### config.mk
export PLATFORM = sky130hd
export DESIGN_NAME = phyreg_bank
export DESIGN_NICKNAME = d
export VERILOG_FILES = /design/src/hw/phyreg_cell.v /design/src/hw/phyreg_bank.v
export VERILOG_INCLUDE_DIRS = /design/src /design/src/shared
export SDC_FILE = /design/constraint.sdc
export NUM_CORES = 1
export LEC_CHECK = 0
export BUFFER_PORTS_ARGS = -buffer_cell sky130_fd_sc_hd__buf_2
export CAP_MARGIN = 30
export CORE_UTILIZATION = 57
export DETAILED_ROUTE_END_ITERATION = 16
export PLACE_DENSITY = 0.87
export RECOVER_POWER = 50
export SLEW_MARGIN = 20
export SYNTH_ARGS = -nofsm -noshare
export SYNTH_HDL_FRONTEND = slang
export SYNTH_SLANG_ARGS = --single-unit
### constraint.sdc
create_clock -name ref_clk -period 14.7 [get_ports ref_clk]
set_input_delay 0.735 -clock ref_clk [delete_from_list [all_inputs] [get_ports ref_clk]]
set_output_delay 0.735 -clock ref_clk [all_outputs]
set_load 0.1 [all_outputs]
### src/shared/phyreg_defs.vh
`ifndef PHYREG_DEFS_VH
`define PHYREG_DEFS_VH

// ****************************************
// location offsets
// ****************************************
`define PHYREG_A_MODE        6'h00
`define PHYREG_A_CONFIG      6'h01
`define PHYREG_A_INT_COND    6'h02
`define PHYREG_A_INT_MASK    6'h03
`define PHYREG_A_TX_STATE    6'h04
`define PHYREG_A_INJ_THR     6'h05
`define PHYREG_A_INJ_SYM_A   6'h06
`define PHYREG_A_INJ_SYM_B   6'h07
`define PHYREG_A_RX_STATE    6'h08
`define PHYREG_A_RX_COND_A   6'h09
`define PHYREG_A_RX_COND_B   6'h0a
`define PHYREG_A_RX_MASK_A   6'h0b
`define PHYREG_A_RX_MASK_B   6'h0c
`define PHYREG_A_NOISE_THR   6'h0d
`define PHYREG_A_NOISE_PTHR  6'h0e
`define PHYREG_A_NOISE_CNT   6'h0f
`define PHYREG_A_NOISE_PCNT  6'h10
`define PHYREG_A_STATE_THR   6'h11
`define PHYREG_A_STATE_PTHR  6'h12
`define PHYREG_A_STATE_CNT   6'h13
`define PHYREG_A_STATE_PCNT  6'h14
`define PHYREG_A_LERR_THR    6'h15
`define PHYREG_A_LERR_CNT    6'h16
`define PHYREG_A_USER        6'h17
`define PHYREG_A_IDENT       6'h18
`define PHYREG_A_INJ_CNT     6'h19
`define PHYREG_A_INT_CMP     6'h1a
`define PHYREG_A_TX_CMP      6'h1b
`define PHYREG_A_RX_CMP_A    6'h1c
`define PHYREG_A_RX_CMP_B    6'h1d
`define PHYREG_A_MODE_TWO    6'h1e
`define PHYREG_A_CONN_CMP    6'h1f
`define PHYREG_A_CONN_COND   6'h20
`define PHYREG_A_CONN_MASK   6'h21
`define PHYREG_A_RSVD_LO     6'h22
`define PHYREG_A_RSVD_HI     6'h23
`define PHYREG_A_SCRUB_THR   6'h24
`define PHYREG_A_SCRUB_VAL   6'h25
`define PHYREG_A_TRIG_DEF    6'h26
`define PHYREG_A_TRIG_CFG    6'h27
`define PHYREG_A_RSVD2_LO    6'h28
`define PHYREG_A_RSVD2_HI    6'h3a
`define PHYREG_A_CLK_GEN     6'h3b
`define PHYREG_A_ALT_MEDIA   6'h3c
`define PHYREG_A_GAIN        6'h3d

// ****************************************
// access classes
// ****************************************
`define PHYREG_CL_RW         2'h0
`define PHYREG_CL_COND       2'h1
`define PHYREG_CL_RO         2'h2
`define PHYREG_CL_RSVD       2'h3

// ****************************************
// reset values
// ****************************************
`define PHYREG_RST_ZERO      8'h00
`define PHYREG_RST_INT_COND  8'h10
`define PHYREG_RST_TX_STATE  8'ha2
`define PHYREG_RST_RX_COND_A 8'h20
`define PHYREG_RST_RX_COND_B 8'h02
`define PHYREG_RSVD_READ     8'h00

`endif

### src/hw/phyreg_cell.v
`include "phyreg_defs.vh"

// one eight-bit location: host write plus hardware set bits
module phyreg_cell #(
    parameter [7:0] RST_VAL = `PHYREG_RST_ZERO
) (
    // clock and reset
    input  wire       ref_clk,
    input  wire       rst_n,
    input  wire       ce,
    // host write
    input  wire       wr_en,
    input  wire [7:0] wdata,
    // hardware event bits
    input  wire [7:0] set,
    // contents
    output wire [7:0] q
);

    reg  [7:0] val_q;
    wire [7:0] val_d;

    // set wins over a host write in the same cycle
    assign val_d = (wr_en ? wdata : val_q) | set;
    assign q     = val_q;

    // storage, frozen while ce is low
    always @(posedge ref_clk or negedge rst_n)
    begin
        if (!rst_n)
        begin
            val_q <= RST_VAL;
        end
        else if (ce)
        begin
            val_q <= val_d;
        end
    end

endmodule // phyreg_cell

### src/hw/phyreg_bank.v
`include "phyreg_defs.vh"

module phyreg_bank #(
    // arbitrary neutral identity value
    parameter [7:0] DEVICE_ID = 8'h5a
) (
    // clock, reset, enable
    input  wire       ref_clk,
    input  wire       rst_b,
    input  wire       ce,
    // control bus
    input  wire       cb_sel,
    input  wire       cb_wr,
    input  wire [5:0] cb_addr,
    input  wire [7:0] cb_wdata,
    output reg  [7:0] cb_rdata,
    output reg        cb_ack,
    // conditional write permissions
    input  wire       wr_allow_config,
    input  wire       wr_allow_int_cond,
    input  wire       wr_allow_tx_state,
    input  wire       wr_allow_rx_cond_a,
    input  wire       wr_allow_rx_cond_b,
    input  wire       wr_allow_mode_two,
    input  wire       wr_allow_conn_cond,
    // hardware event set bits
    input  wire [7:0] int_cond_set,
    input  wire [7:0] rx_cond_a_set,
    input  wire [7:0] rx_cond_b_set,
    input  wire [7:0] conn_cond_set,
    // live state shown read-only
    input  wire [7:0] rx_state_cur,
    input  wire [7:0] noise_cnt_cur,
    input  wire [7:0] noise_pcnt_cur,
    input  wire [7:0] state_cnt_cur,
    input  wire [7:0] state_pcnt_cur,
    input  wire [7:0] link_err_cnt_cur,
    input  wire [7:0] inj_cnt_cur,
    input  wire [7:0] scrub_val_cur,
    // stored contents toward the device
    output wire [7:0] mode_control,
    output wire [7:0] configuration_select,
    output wire [7:0] interrupt_condition,
    output wire [7:0] interrupt_condition_mask,
    output wire [7:0] transmit_state_current,
    output wire [7:0] injection_threshold,
    output wire [7:0] injection_symbol_a,
    output wire [7:0] injection_symbol_b,
    output wire [7:0] receive_condition_a,
    output wire [7:0] receive_condition_b,
    output wire [7:0] receive_condition_mask_a,
    output wire [7:0] receive_condition_mask_b,
    output wire [7:0] noise_threshold,
    output wire [7:0] noise_prescale_threshold,
    output wire [7:0] state_threshold,
    output wire [7:0] state_prescale_threshold,
    output wire [7:0] link_error_threshold,
    output wire [7:0] user_definable,
    output wire [7:0] interrupt_condition_compare,
    output wire [7:0] transmit_state_compare,
    output wire [7:0] receive_condition_compare_a,
    output wire [7:0] receive_condition_compare_b,
    output wire [7:0] second_mode_control,
    output wire [7:0] connection_mgmt_compare,
    output wire [7:0] connection_mgmt_condition,
    output wire [7:0] connection_mgmt_mask,
    output wire [7:0] scrub_timer_threshold,
    output wire [7:0] trigger_definition,
    output wire [7:0] trigger_transition_config,
    output wire [7:0] clock_generation_control,
    output wire [7:0] alternate_media_control,
    output wire [7:0] recovery_gain_control
);

    // ****************************************
    // access class and reset lookup
    // ****************************************

    function [1:0] loc_class;
        input [5:0] a;
        begin
            case (a)
                // written only when the device allows it
                `PHYREG_A_CONFIG,
                `PHYREG_A_INT_COND,
                `PHYREG_A_TX_STATE,
                `PHYREG_A_RX_COND_A,
                `PHYREG_A_RX_COND_B,
                `PHYREG_A_MODE_TWO,
                `PHYREG_A_CONN_COND:
                    loc_class = `PHYREG_CL_COND;
                // live values, nothing stored behind them
                `PHYREG_A_RX_STATE,
                `PHYREG_A_NOISE_CNT,
                `PHYREG_A_NOISE_PCNT,
                `PHYREG_A_STATE_CNT,
                `PHYREG_A_STATE_PCNT,
                `PHYREG_A_LERR_CNT,
                `PHYREG_A_IDENT,
                `PHYREG_A_INJ_CNT,
                `PHYREG_A_SCRUB_VAL:
                    loc_class = `PHYREG_CL_RO;
                // reserved gaps, plain storage everywhere else
                default:
                begin
                    if ((a >= `PHYREG_A_RSVD_LO && a <= `PHYREG_A_RSVD_HI) ||
                        (a >= `PHYREG_A_RSVD2_LO && a <= `PHYREG_A_RSVD2_HI) ||
                        (a > `PHYREG_A_GAIN))
                    begin
                        loc_class = `PHYREG_CL_RSVD;
                    end
                    else
                    begin
                        loc_class = `PHYREG_CL_RW;
                    end
                end
            endcase
        end
    endfunction

    function [7:0] loc_reset;
        input [5:0] a;
        begin
            case (a)
                `PHYREG_A_INT_COND:  loc_reset = `PHYREG_RST_INT_COND;
                `PHYREG_A_TX_STATE:  loc_reset = `PHYREG_RST_TX_STATE;
                `PHYREG_A_RX_COND_A: loc_reset = `PHYREG_RST_RX_COND_A;
                `PHYREG_A_RX_COND_B: loc_reset = `PHYREG_RST_RX_COND_B;
                default:             loc_reset = `PHYREG_RST_ZERO;
            endcase
        end
    endfunction

    // ****************************************
    // reset release
    // ****************************************

    reg  rst_sync1_q;
    reg  rst_sync2_q;
    wire rst_n;

    // two flops so release never lands near an edge
    always @(posedge ref_clk or negedge rst_b)
    begin
        if (!rst_b)
        begin
            rst_sync1_q <= 1'b0;
            rst_sync2_q <= 1'b0;
        end
        else
        begin
            rst_sync1_q <= 1'b1;
            rst_sync2_q <= rst_sync1_q;
        end
    end

    assign rst_n = rst_sync2_q;

    // ****************************************
    // write decode
    // ****************************************

    wire        wr_req;
    reg  [63:0] wr_allow_vec;
    integer     k;

    assign wr_req = cb_sel & cb_wr & ce;

    // per-location permission for the current cycle
    always @*
    begin
        wr_allow_vec = 64'h0;
        for (k = 0; k < 64; k = k + 1)
        begin
            if (loc_class(k[5:0]) == `PHYREG_CL_RW)
                wr_allow_vec[k] = 1'b1;
        end
        wr_allow_vec[`PHYREG_A_CONFIG]    = wr_allow_config;
        wr_allow_vec[`PHYREG_A_INT_COND]  = wr_allow_int_cond;
        wr_allow_vec[`PHYREG_A_TX_STATE]  = wr_allow_tx_state;
        wr_allow_vec[`PHYREG_A_RX_COND_A] = wr_allow_rx_cond_a;
        wr_allow_vec[`PHYREG_A_RX_COND_B] = wr_allow_rx_cond_b;
        wr_allow_vec[`PHYREG_A_MODE_TWO]  = wr_allow_mode_two;
        wr_allow_vec[`PHYREG_A_CONN_COND] = wr_allow_conn_cond;
    end

    // ****************************************
    // storage locations
    // ****************************************

    wire [7:0] cell_q [0:63];

    genvar i;
    generate
        for (i = 0; i < 64; i = i + 1)
        begin : g_loc
            // location index cut to the bus width on purpose
            localparam integer LOC_I = i;
            localparam [5:0]   LOC   = LOC_I[5:0];
            if (loc_class(LOC) == `PHYREG_CL_RW || loc_class(LOC) == `PHYREG_CL_COND)
            begin : g_store
                wire [7:0] set_bits;
                // only the condition locations collect events
                assign set_bits =
                    (LOC == `PHYREG_A_INT_COND)  ? int_cond_set  :
                    (LOC == `PHYREG_A_RX_COND_A) ? rx_cond_a_set :
                    (LOC == `PHYREG_A_RX_COND_B) ? rx_cond_b_set :
                    (LOC == `PHYREG_A_CONN_COND) ? conn_cond_set : 8'h00;
                phyreg_cell #(
                    .RST_VAL (loc_reset(LOC))
                ) u_cell (
                    .ref_clk (ref_clk),
                    .rst_n   (rst_n),
                    .ce      (ce),
                    .wr_en   (wr_req & (cb_addr == LOC) & wr_allow_vec[i]),
                    .wdata   (cb_wdata),
                    .set     (set_bits),
                    .q       (cell_q[i])
                );
            end
            else
            begin : g_none
                // no storage, so a write has nothing to change
                assign cell_q[i] = 8'h00;
            end
        end
    endgenerate

    // ****************************************
    // read mux
    // ****************************************

    reg [7:0] rd_mux;

    // live values for read-only locations, stored bytes otherwise
    always @*
    begin
        case (cb_addr)
            `PHYREG_A_RX_STATE:   rd_mux = rx_state_cur;
            `PHYREG_A_NOISE_CNT:  rd_mux = noise_cnt_cur;
            `PHYREG_A_NOISE_PCNT: rd_mux = noise_pcnt_cur;
            `PHYREG_A_STATE_CNT:  rd_mux = state_cnt_cur;
            `PHYREG_A_STATE_PCNT: rd_mux = state_pcnt_cur;
            `PHYREG_A_LERR_CNT:   rd_mux = link_err_cnt_cur;
            `PHYREG_A_IDENT:      rd_mux = DEVICE_ID;
            `PHYREG_A_INJ_CNT:    rd_mux = inj_cnt_cur;
            `PHYREG_A_SCRUB_VAL:  rd_mux = scrub_val_cur;
            default:
            begin
                // reserved reads answer with a fixed byte
                if (loc_class(cb_addr) == `PHYREG_CL_RSVD)
                begin
                    rd_mux = `PHYREG_RSVD_READ;
                end
                else
                begin
                    rd_mux = cell_q[cb_addr];
                end
            end
        endcase
    end

    // ****************************************
    // bus answer
    // ****************************************

    // every access is acknowledged, rejected writes included
    always @(posedge ref_clk or negedge rst_n)
    begin
        if (!rst_n)
        begin
            cb_ack   <= 1'b0;
            cb_rdata <= 8'h00;
        end
        else if (ce)
        begin
            // a request met while ce is low is not taken at all
            cb_ack <= cb_sel;
            // data captured only on reads so it stays put between them
            if (cb_sel && !cb_wr)
            begin
                cb_rdata <= rd_mux;
            end
        end
    end

    // ****************************************
    // contents toward the device
    // ****************************************

    // reserved writes are simply dropped, the host must not rely on it
    // mode, configuration and interrupt set-up
    assign mode_control                = cell_q[`PHYREG_A_MODE];
    assign configuration_select        = cell_q[`PHYREG_A_CONFIG];
    assign interrupt_condition         = cell_q[`PHYREG_A_INT_COND];
    assign interrupt_condition_mask    = cell_q[`PHYREG_A_INT_MASK];

    // transmit state and symbol injection
    assign transmit_state_current      = cell_q[`PHYREG_A_TX_STATE];
    assign injection_threshold         = cell_q[`PHYREG_A_INJ_THR];
    assign injection_symbol_a          = cell_q[`PHYREG_A_INJ_SYM_A];
    assign injection_symbol_b          = cell_q[`PHYREG_A_INJ_SYM_B];

    // receive conditions and their masks
    assign receive_condition_a         = cell_q[`PHYREG_A_RX_COND_A];
    assign receive_condition_b         = cell_q[`PHYREG_A_RX_COND_B];
    assign receive_condition_mask_a    = cell_q[`PHYREG_A_RX_MASK_A];
    assign receive_condition_mask_b    = cell_q[`PHYREG_A_RX_MASK_B];

    // noise, state and link error thresholds, user byte
    assign noise_threshold             = cell_q[`PHYREG_A_NOISE_THR];
    assign noise_prescale_threshold    = cell_q[`PHYREG_A_NOISE_PTHR];
    assign state_threshold             = cell_q[`PHYREG_A_STATE_THR];
    assign state_prescale_threshold    = cell_q[`PHYREG_A_STATE_PTHR];
    assign link_error_threshold        = cell_q[`PHYREG_A_LERR_THR];
    assign user_definable              = cell_q[`PHYREG_A_USER];

    // comparison values
    assign interrupt_condition_compare = cell_q[`PHYREG_A_INT_CMP];
    assign transmit_state_compare      = cell_q[`PHYREG_A_TX_CMP];
    assign receive_condition_compare_a = cell_q[`PHYREG_A_RX_CMP_A];
    assign receive_condition_compare_b = cell_q[`PHYREG_A_RX_CMP_B];

    // second mode and connection management
    assign second_mode_control         = cell_q[`PHYREG_A_MODE_TWO];
    assign connection_mgmt_compare     = cell_q[`PHYREG_A_CONN_CMP];
    assign connection_mgmt_condition   = cell_q[`PHYREG_A_CONN_COND];
    assign connection_mgmt_mask        = cell_q[`PHYREG_A_CONN_MASK];

    // scrub, trigger, clocking and front end controls
    assign scrub_timer_threshold       = cell_q[`PHYREG_A_SCRUB_THR];
    assign trigger_definition          = cell_q[`PHYREG_A_TRIG_DEF];
    assign trigger_transition_config   = cell_q[`PHYREG_A_TRIG_CFG];
    assign clock_generation_control    = cell_q[`PHYREG_A_CLK_GEN];
    assign alternate_media_control     = cell_q[`PHYREG_A_ALT_MEDIA];
    assign recovery_gain_control       = cell_q[`PHYREG_A_GAIN];

endmodule // phyreg_bank

# Word-level counts from Yosys, hierarchy flattened
# Index checks and enable logic that the tools add are counted.
totals:
  ff_bits: 267
  output_inout_bits: 265
  word_cells: 179
op_classes:
  n_lt_le_gt_ge: 6
  n_eq_ne: 41
  mux: 12
  n_bitwise: 46
  reduce_logical: 38
op_table:
  columns: ["operator", "n"]
  rows:
  - ["$eq A6 B5 Y1 const B", 16]
  - ["$pmux W8 S9", 1]
  - ["$reduce_and A2 Y1", 29]
  - ["$mux W8", 7]
  - ["$eq A6 B6 Y1 const B", 9]
  - ["$bmux W8 S6", 1]
  - ["$eq A6 B4 Y1 const B", 8]
  - ["$and A1 B1 Y1", 41]
  - ["$or A8 B8 Y8", 4]
  - ["$eq A6 B3 Y1 const B", 4]
  - ["$eq A6 B2 Y1 const B", 2]
  - ["$ge A6 B6 Y1 const B", 2]
  - ["$le A6 B6 Y1 const B", 2]
  - ["$reduce_or A9 Y1", 1]
  - ["$ge A7 B7 Y1 const B", 1]
  - ["$not A6 Y7", 1]
  - ["$reduce_or A7 Y1", 1]
  - ["$eq A6 B1 Y1 const B", 1]
  - ["$gt A6 B6 Y1 const B", 1]
  - ["$logic_not A6 Y1", 1]
  - ["$mux W2", 3]
  - ["$logic_and A1 B1 Y1", 3]
  - ["$eq A2 B2 Y1 const B", 1]
  - ["$logic_or A1 B1 Y1", 2]
  - ["$logic_not A1 Y1", 1]

# Longest topological paths before layout
depth:
  depth_word: 10
  depth_mapped: 10

# Cells and area by module
# A second synthesis with hierarchy kept.
unflattened:
  hier_cells: 1344
  area_unflattened_um2: 15611.2
modules_own_cells:
  columns: ["module", "instances", "cells_per_inst", "area_each_um2", "seq_area_each_um2"]
  rows:
  - ["phyreg_cell at g_loc[0].g_store.u_cell ...", 28, 27, 374.1, 200.2]
  - ["phyreg_bank", 1, 480, 3632.2, 275.3]
  - ["phyreg_cell at g_loc[10].g_store.u_cell ...", 3, 27, 375.4, 201.4]
  - ["phyreg_cell at g_loc[4].g_store.u_cell", 1, 27, 377.9, 203.9]

# Worst setup path before layout
# OpenSTA, ideal clock, no wires.
synth_timing:
  path_type: "input-to-reg"
  startpoint: "input cb_addr[4]"
  endpoint: "register g_loc[2].g_store.u_cell.val_q[1]"
  t_arrival_ns: 2.211
  required_time_ns: 14.577
  setup_slack_ns: 12.366
  cell_stages: 9
  n_path_buf: 3
  cell_sequence: "buf_2 or2_1 buf_6 nor2_8 nand2_2 or3_1 buf_4 mux2i_1 nand2_1"
synth_via:
  elab_chain_cells: 5
synth_rtl:
  columns: ["element", "line_no", "text"]
  rows:
  - ["start, declared", "phyreg_bank.v:14", "input wire [5:0] cb_addr,"]
  - ["$eq A6 B2 Y1", "phyreg_bank.v:215", ".wr_en (wr_req & (cb_addr == LOC) & wr_allow_vec[i]),"]
  - ["$and A1 B1 Y1 (2 in series)", "phyreg_bank.v:215", null]
  - ["$mux W8", "phyreg_cell.v:24", "assign val_d = (wr_en ? wdata : val_q) | set;"]
  - ["$or A8 B8 Y8", "phyreg_cell.v:24", null]
  - ["end signal, assigned", "phyreg_cell.v:36", "val_q <= val_d;"]
  - ["end, declared", "phyreg_cell.v:20", "reg [7:0] val_q;"]
# No other way between the ends.
# A chain may end at the register's enable or synchronous reset.

==> flow_metrics.env <==
export IMPL_peakVddDrop_mv=0.0931
export IMPL_slew_violations=221
export IMPL_ios=387
export IMPL_clockBufferDepth=3
export IMPL_ys_seq_area_share_pct=50.2
export IMPL_p_clk_share_pct=36.0
export IMPL_routedWlPerCell_um=27.8
export IMPL_violations="capacitance limit, slew limit"
export IMPL_power_frac_seq_pct=41.1
export IMPL_slowest_stage="clkbuf_1"
export IMPL_rsz0062_at_grt="no"
export IMPL_drv_cap=5
export IMPL_preCtsSetupSlack_ps=10820
export IMPL_synth_cell_types=72
export IMPL_final_nets=1517
export IMPL_post_cts_setup_buffers=0
export IMPL_fmax_mhz=161
export IMPL_power_density_nw_per_um2=122
export IMPL_cts_max_level=1
export IMPL_grt_max_degree=81
export IMPL_cts_made_buffers=28
export IMPL_synth_seq_cells=267
export IMPL_crit_arrival_ps=6770
export IMPL_crit_path_end_kind="async pin"
export IMPL_rows=55
export IMPL_die_h_um=155
export IMPL_cp_max_fo=62
export IMPL_hold_violations=0
export IMPL_fin_crit_ps=6200
export IMPL_yosys_top_cells_area="dfrtp_1 49%, mux2_2 21%, mux4_2 3.9%"
export IMPL_gp_congestion=0.966
export IMPL_insertion_delay_ps=550
export IMPL_syn_avg_cell_area_um2=12.7
export IMPL_power_mw=1.95
export IMPL_most_common_layout_cells="261 x dfrtp_1, 247 x mux2_2, 206 x clkbuf_1"
export IMPL_dp_hpwl_um=33700
export IMPL_routed_wl_um=48100
export IMPL_fin_setup_tns_ps=0
export IMPL_coreArea_um2=22800
export IMPL_die_area_um2=24000
export IMPL_grt_util_met2_pct=65.4
export IMPL_post_cts_resized=0
export IMPL_synthCells=1047
export IMPL_yosys_area_top_type="dfrtp_1"
export IMPL_critPathBufInv=3
export IMPL_root_buffer="clkbuf_16"
export IMPL_syn2layout_area_growth_pct=20.0
export IMPL_die_w_um=155
export IMPL_n_fill_cell=1737
export IMPL_p_int_mw=1.26
export IMPL_path_class="flip-flop to async pin"
export IMPL_use_met1_pct=49.4
export IMPL_vias_per_cell=6.60
export IMPL_cp_cell_sequence="clkbuf_1 -> clkbuf_1 -> buf_4"
export IMPL_final_util_pct=70.2
export IMPL_synth_nets=1169
export IMPL_status="finished, violations left"
export IMPL_cts_sink_count=267
export IMPL_drt_initial_drc_count=1117
export IMPL_power_net_switching_mw=0.689
export IMPL_final_antenna_net_count=0
export IMPL_slew_headroom_pct=-118
export IMPL_p_comb_share_pct=22.8
export IMPL_grt_pass1_wl_um=70900
export IMPL_grt_pass1_vias=11300
export IMPL_synth_top_area_share_pct=49.0
export IMPL_cp_top_family="buffers and inverters"
export IMPL_max_stage_delay_ps=2420
export IMPL_cp_data_required_time_ps=15260
export IMPL_fin_worst_skew_ps=10.8
export IMPL_cts_tree="yes"
export IMPL_postPlaceCellArea_um2=15300
export IMPL_hold_class="flip-flop to flip-flop"
export IMPL_fin_crit_sh_pct=42.2
export IMPL_via_count=11400
export IMPL_drt_drc_violations_left=0
export IMPL_setup_violations=0
export IMPL_fin_area_um2=16000
export IMPL_synth_main_ff_cell="dfrtp_1"
export IMPL_io_buffers=386
export IMPL_synth_edf_count=0
export IMPL_async_flop_share_pct=100
export IMPL_drive_above_1_share_pct=39.0
export IMPL_start_util_pct=58.5
export IMPL_grt_use_met3_pct=8.64
export IMPL_grt_use_total_pct=39.9
export IMPL_grt_busiest_layer="met2"
export IMPL_first_pass_iters=9
export IMPL_grt_ovfl_total=0
export IMPL_tightestPinTransition_ps=3270
export IMPL_antenna_found_initial=3
export IMPL_clkSlewWorstSetupHoldPaths_ps=60
export IMPL_worst_setup_path_start_kind="flip-flop"
export IMPL_timing_critical_path_mode_cell="clkbuf_1"
export IMPL_p_leak_nw=7.44
export IMPL_final_common_cell="dfrtp_1"
export IMPL_ys_warn_count=0
export IMPL_power_switching_share_pct=35.4
export IMPL_worst_slack_ps=8500
export IMPL_netlist_area_um2=13300
==> routing by layer <==
layer,vias to the layer above,share of wire [%]
met5,-,0.027
met4,2,6.2
met3,203,10
met2,835,47
met1,5717,36
li1,4668,-
==> kinds of logic (layout without fill, tap and decap cells) <==
kind of cell / after synthesis / count (layout) / synth area share [%]
buf+inv: 87 / 457 / 3.38
flops: 267 / 267 / 50.2
simple gates: 197 / 197 / 8.08
mux: 300 / 300 / 27.0
other cells: 1 / 3 / 0.0281
compound gates: 194 / 194 / 11.2
xor+xnor: 1 / 1 / 0.0658
==> power by group through the flow <==
stage / Combinational, mW / Sequential, mW / Clock (mW)
floorplan: 0.101 / 1.06 / 0
global placement: 0.442 / 0.813 / 0
detailed placement: 0.446 / 0.814 / 0
CTS: 0.448 / 0.802 / 0.705
global route: 0.457 / 0.805 / 0.735
finish: 0.445 / 0.802 / 0.702
==> through the flow <==
stage               hold WS, ps  instances
finish                      352       1732
global route                355       1732
CTS                         353       1728
detailed placement          339       1675
global placement            337       1673
floorplan                   331       1047
==> worst paths after layout <==
path / from / to / slack (ps) / depth (start not counted)
max: rst_n$_DFF_PN0_ / g_loc[17].g_store.u_cell.q[1]$_DFFE_PN0P_ / 8500 / 3
min: rst_sync1_q$_DFF_PN0_ / rst_n$_DFF_PN0_ / 350 / 0
max reg2reg: rst_n$_DFF_PN0_ / g_loc[17].g_store.u_cell.q[1]$_DFFE_PN0P_ / 8500 / 3
min reg2reg: rst_sync1_q$_DFF_PN0_ / rst_n$_DFF_PN0_ / 350 / 0
max in group ref_clk: ce / g_loc[2].g_store.u_cell.q[1]$_DFFE_PN0P_ / 10870 / 7
min in group asynchronous: rst_b / rst_sync1_q$_DFF_PN0_ / 500 / 2
==> Yosys cell counts, drive strengths merged (3+ instances only) <==
library cell	count
a211oi	9
a21oi	29
a221o	29
a221oi	18
a22o	8
a22oi	21
a2bb2oi	4
a31oi	6
and2	4
and3	6
buf	50
clkbuf	31
dfrtp	261
dfstp	6
inv	6
mux2	248
mux2i	29
mux4	23
nand2	47
nand2b	8
nand3	19
nand4	5
nor2	42
nor2b	31
nor3	22
o2111ai	5
o211ai	9
o21ai	24
o22ai	4
o32ai	3
o41ai	3
or2	3
==> state kept, by name, summed over array words and instances, names as in the netlist <==
name                    flops
cb_rdata                    8
cb_ack                      1
rst_sync1_q                 1
g_loc.g_store.u_cell.q    256
rst_n                       1
==> cell type report <==
class | count | area, µm² | share of cell area (%)
flip-flops and latches | 267 | 6690 | 41.9
multi-input cells | 693 | 6180 | 38.7
repair buffers | 399 | 1770 | 11.1
clock buffers | 41 | 800 | 5.00
well taps | 313 | 392 | 2.45
clock inverters | 11 | 116 | 0.728
inverters | 6 | 22.5 | 0.141
diodes | 2 | 5.00 | 0.0313
==> repair_timing <==
item / CTS / global route
hold endpoints to repair: 2 / 0
hold buffers: 1 / 0
endpoints found under the setup margin: 0 / 0
(Power assumes the default switching activity.)
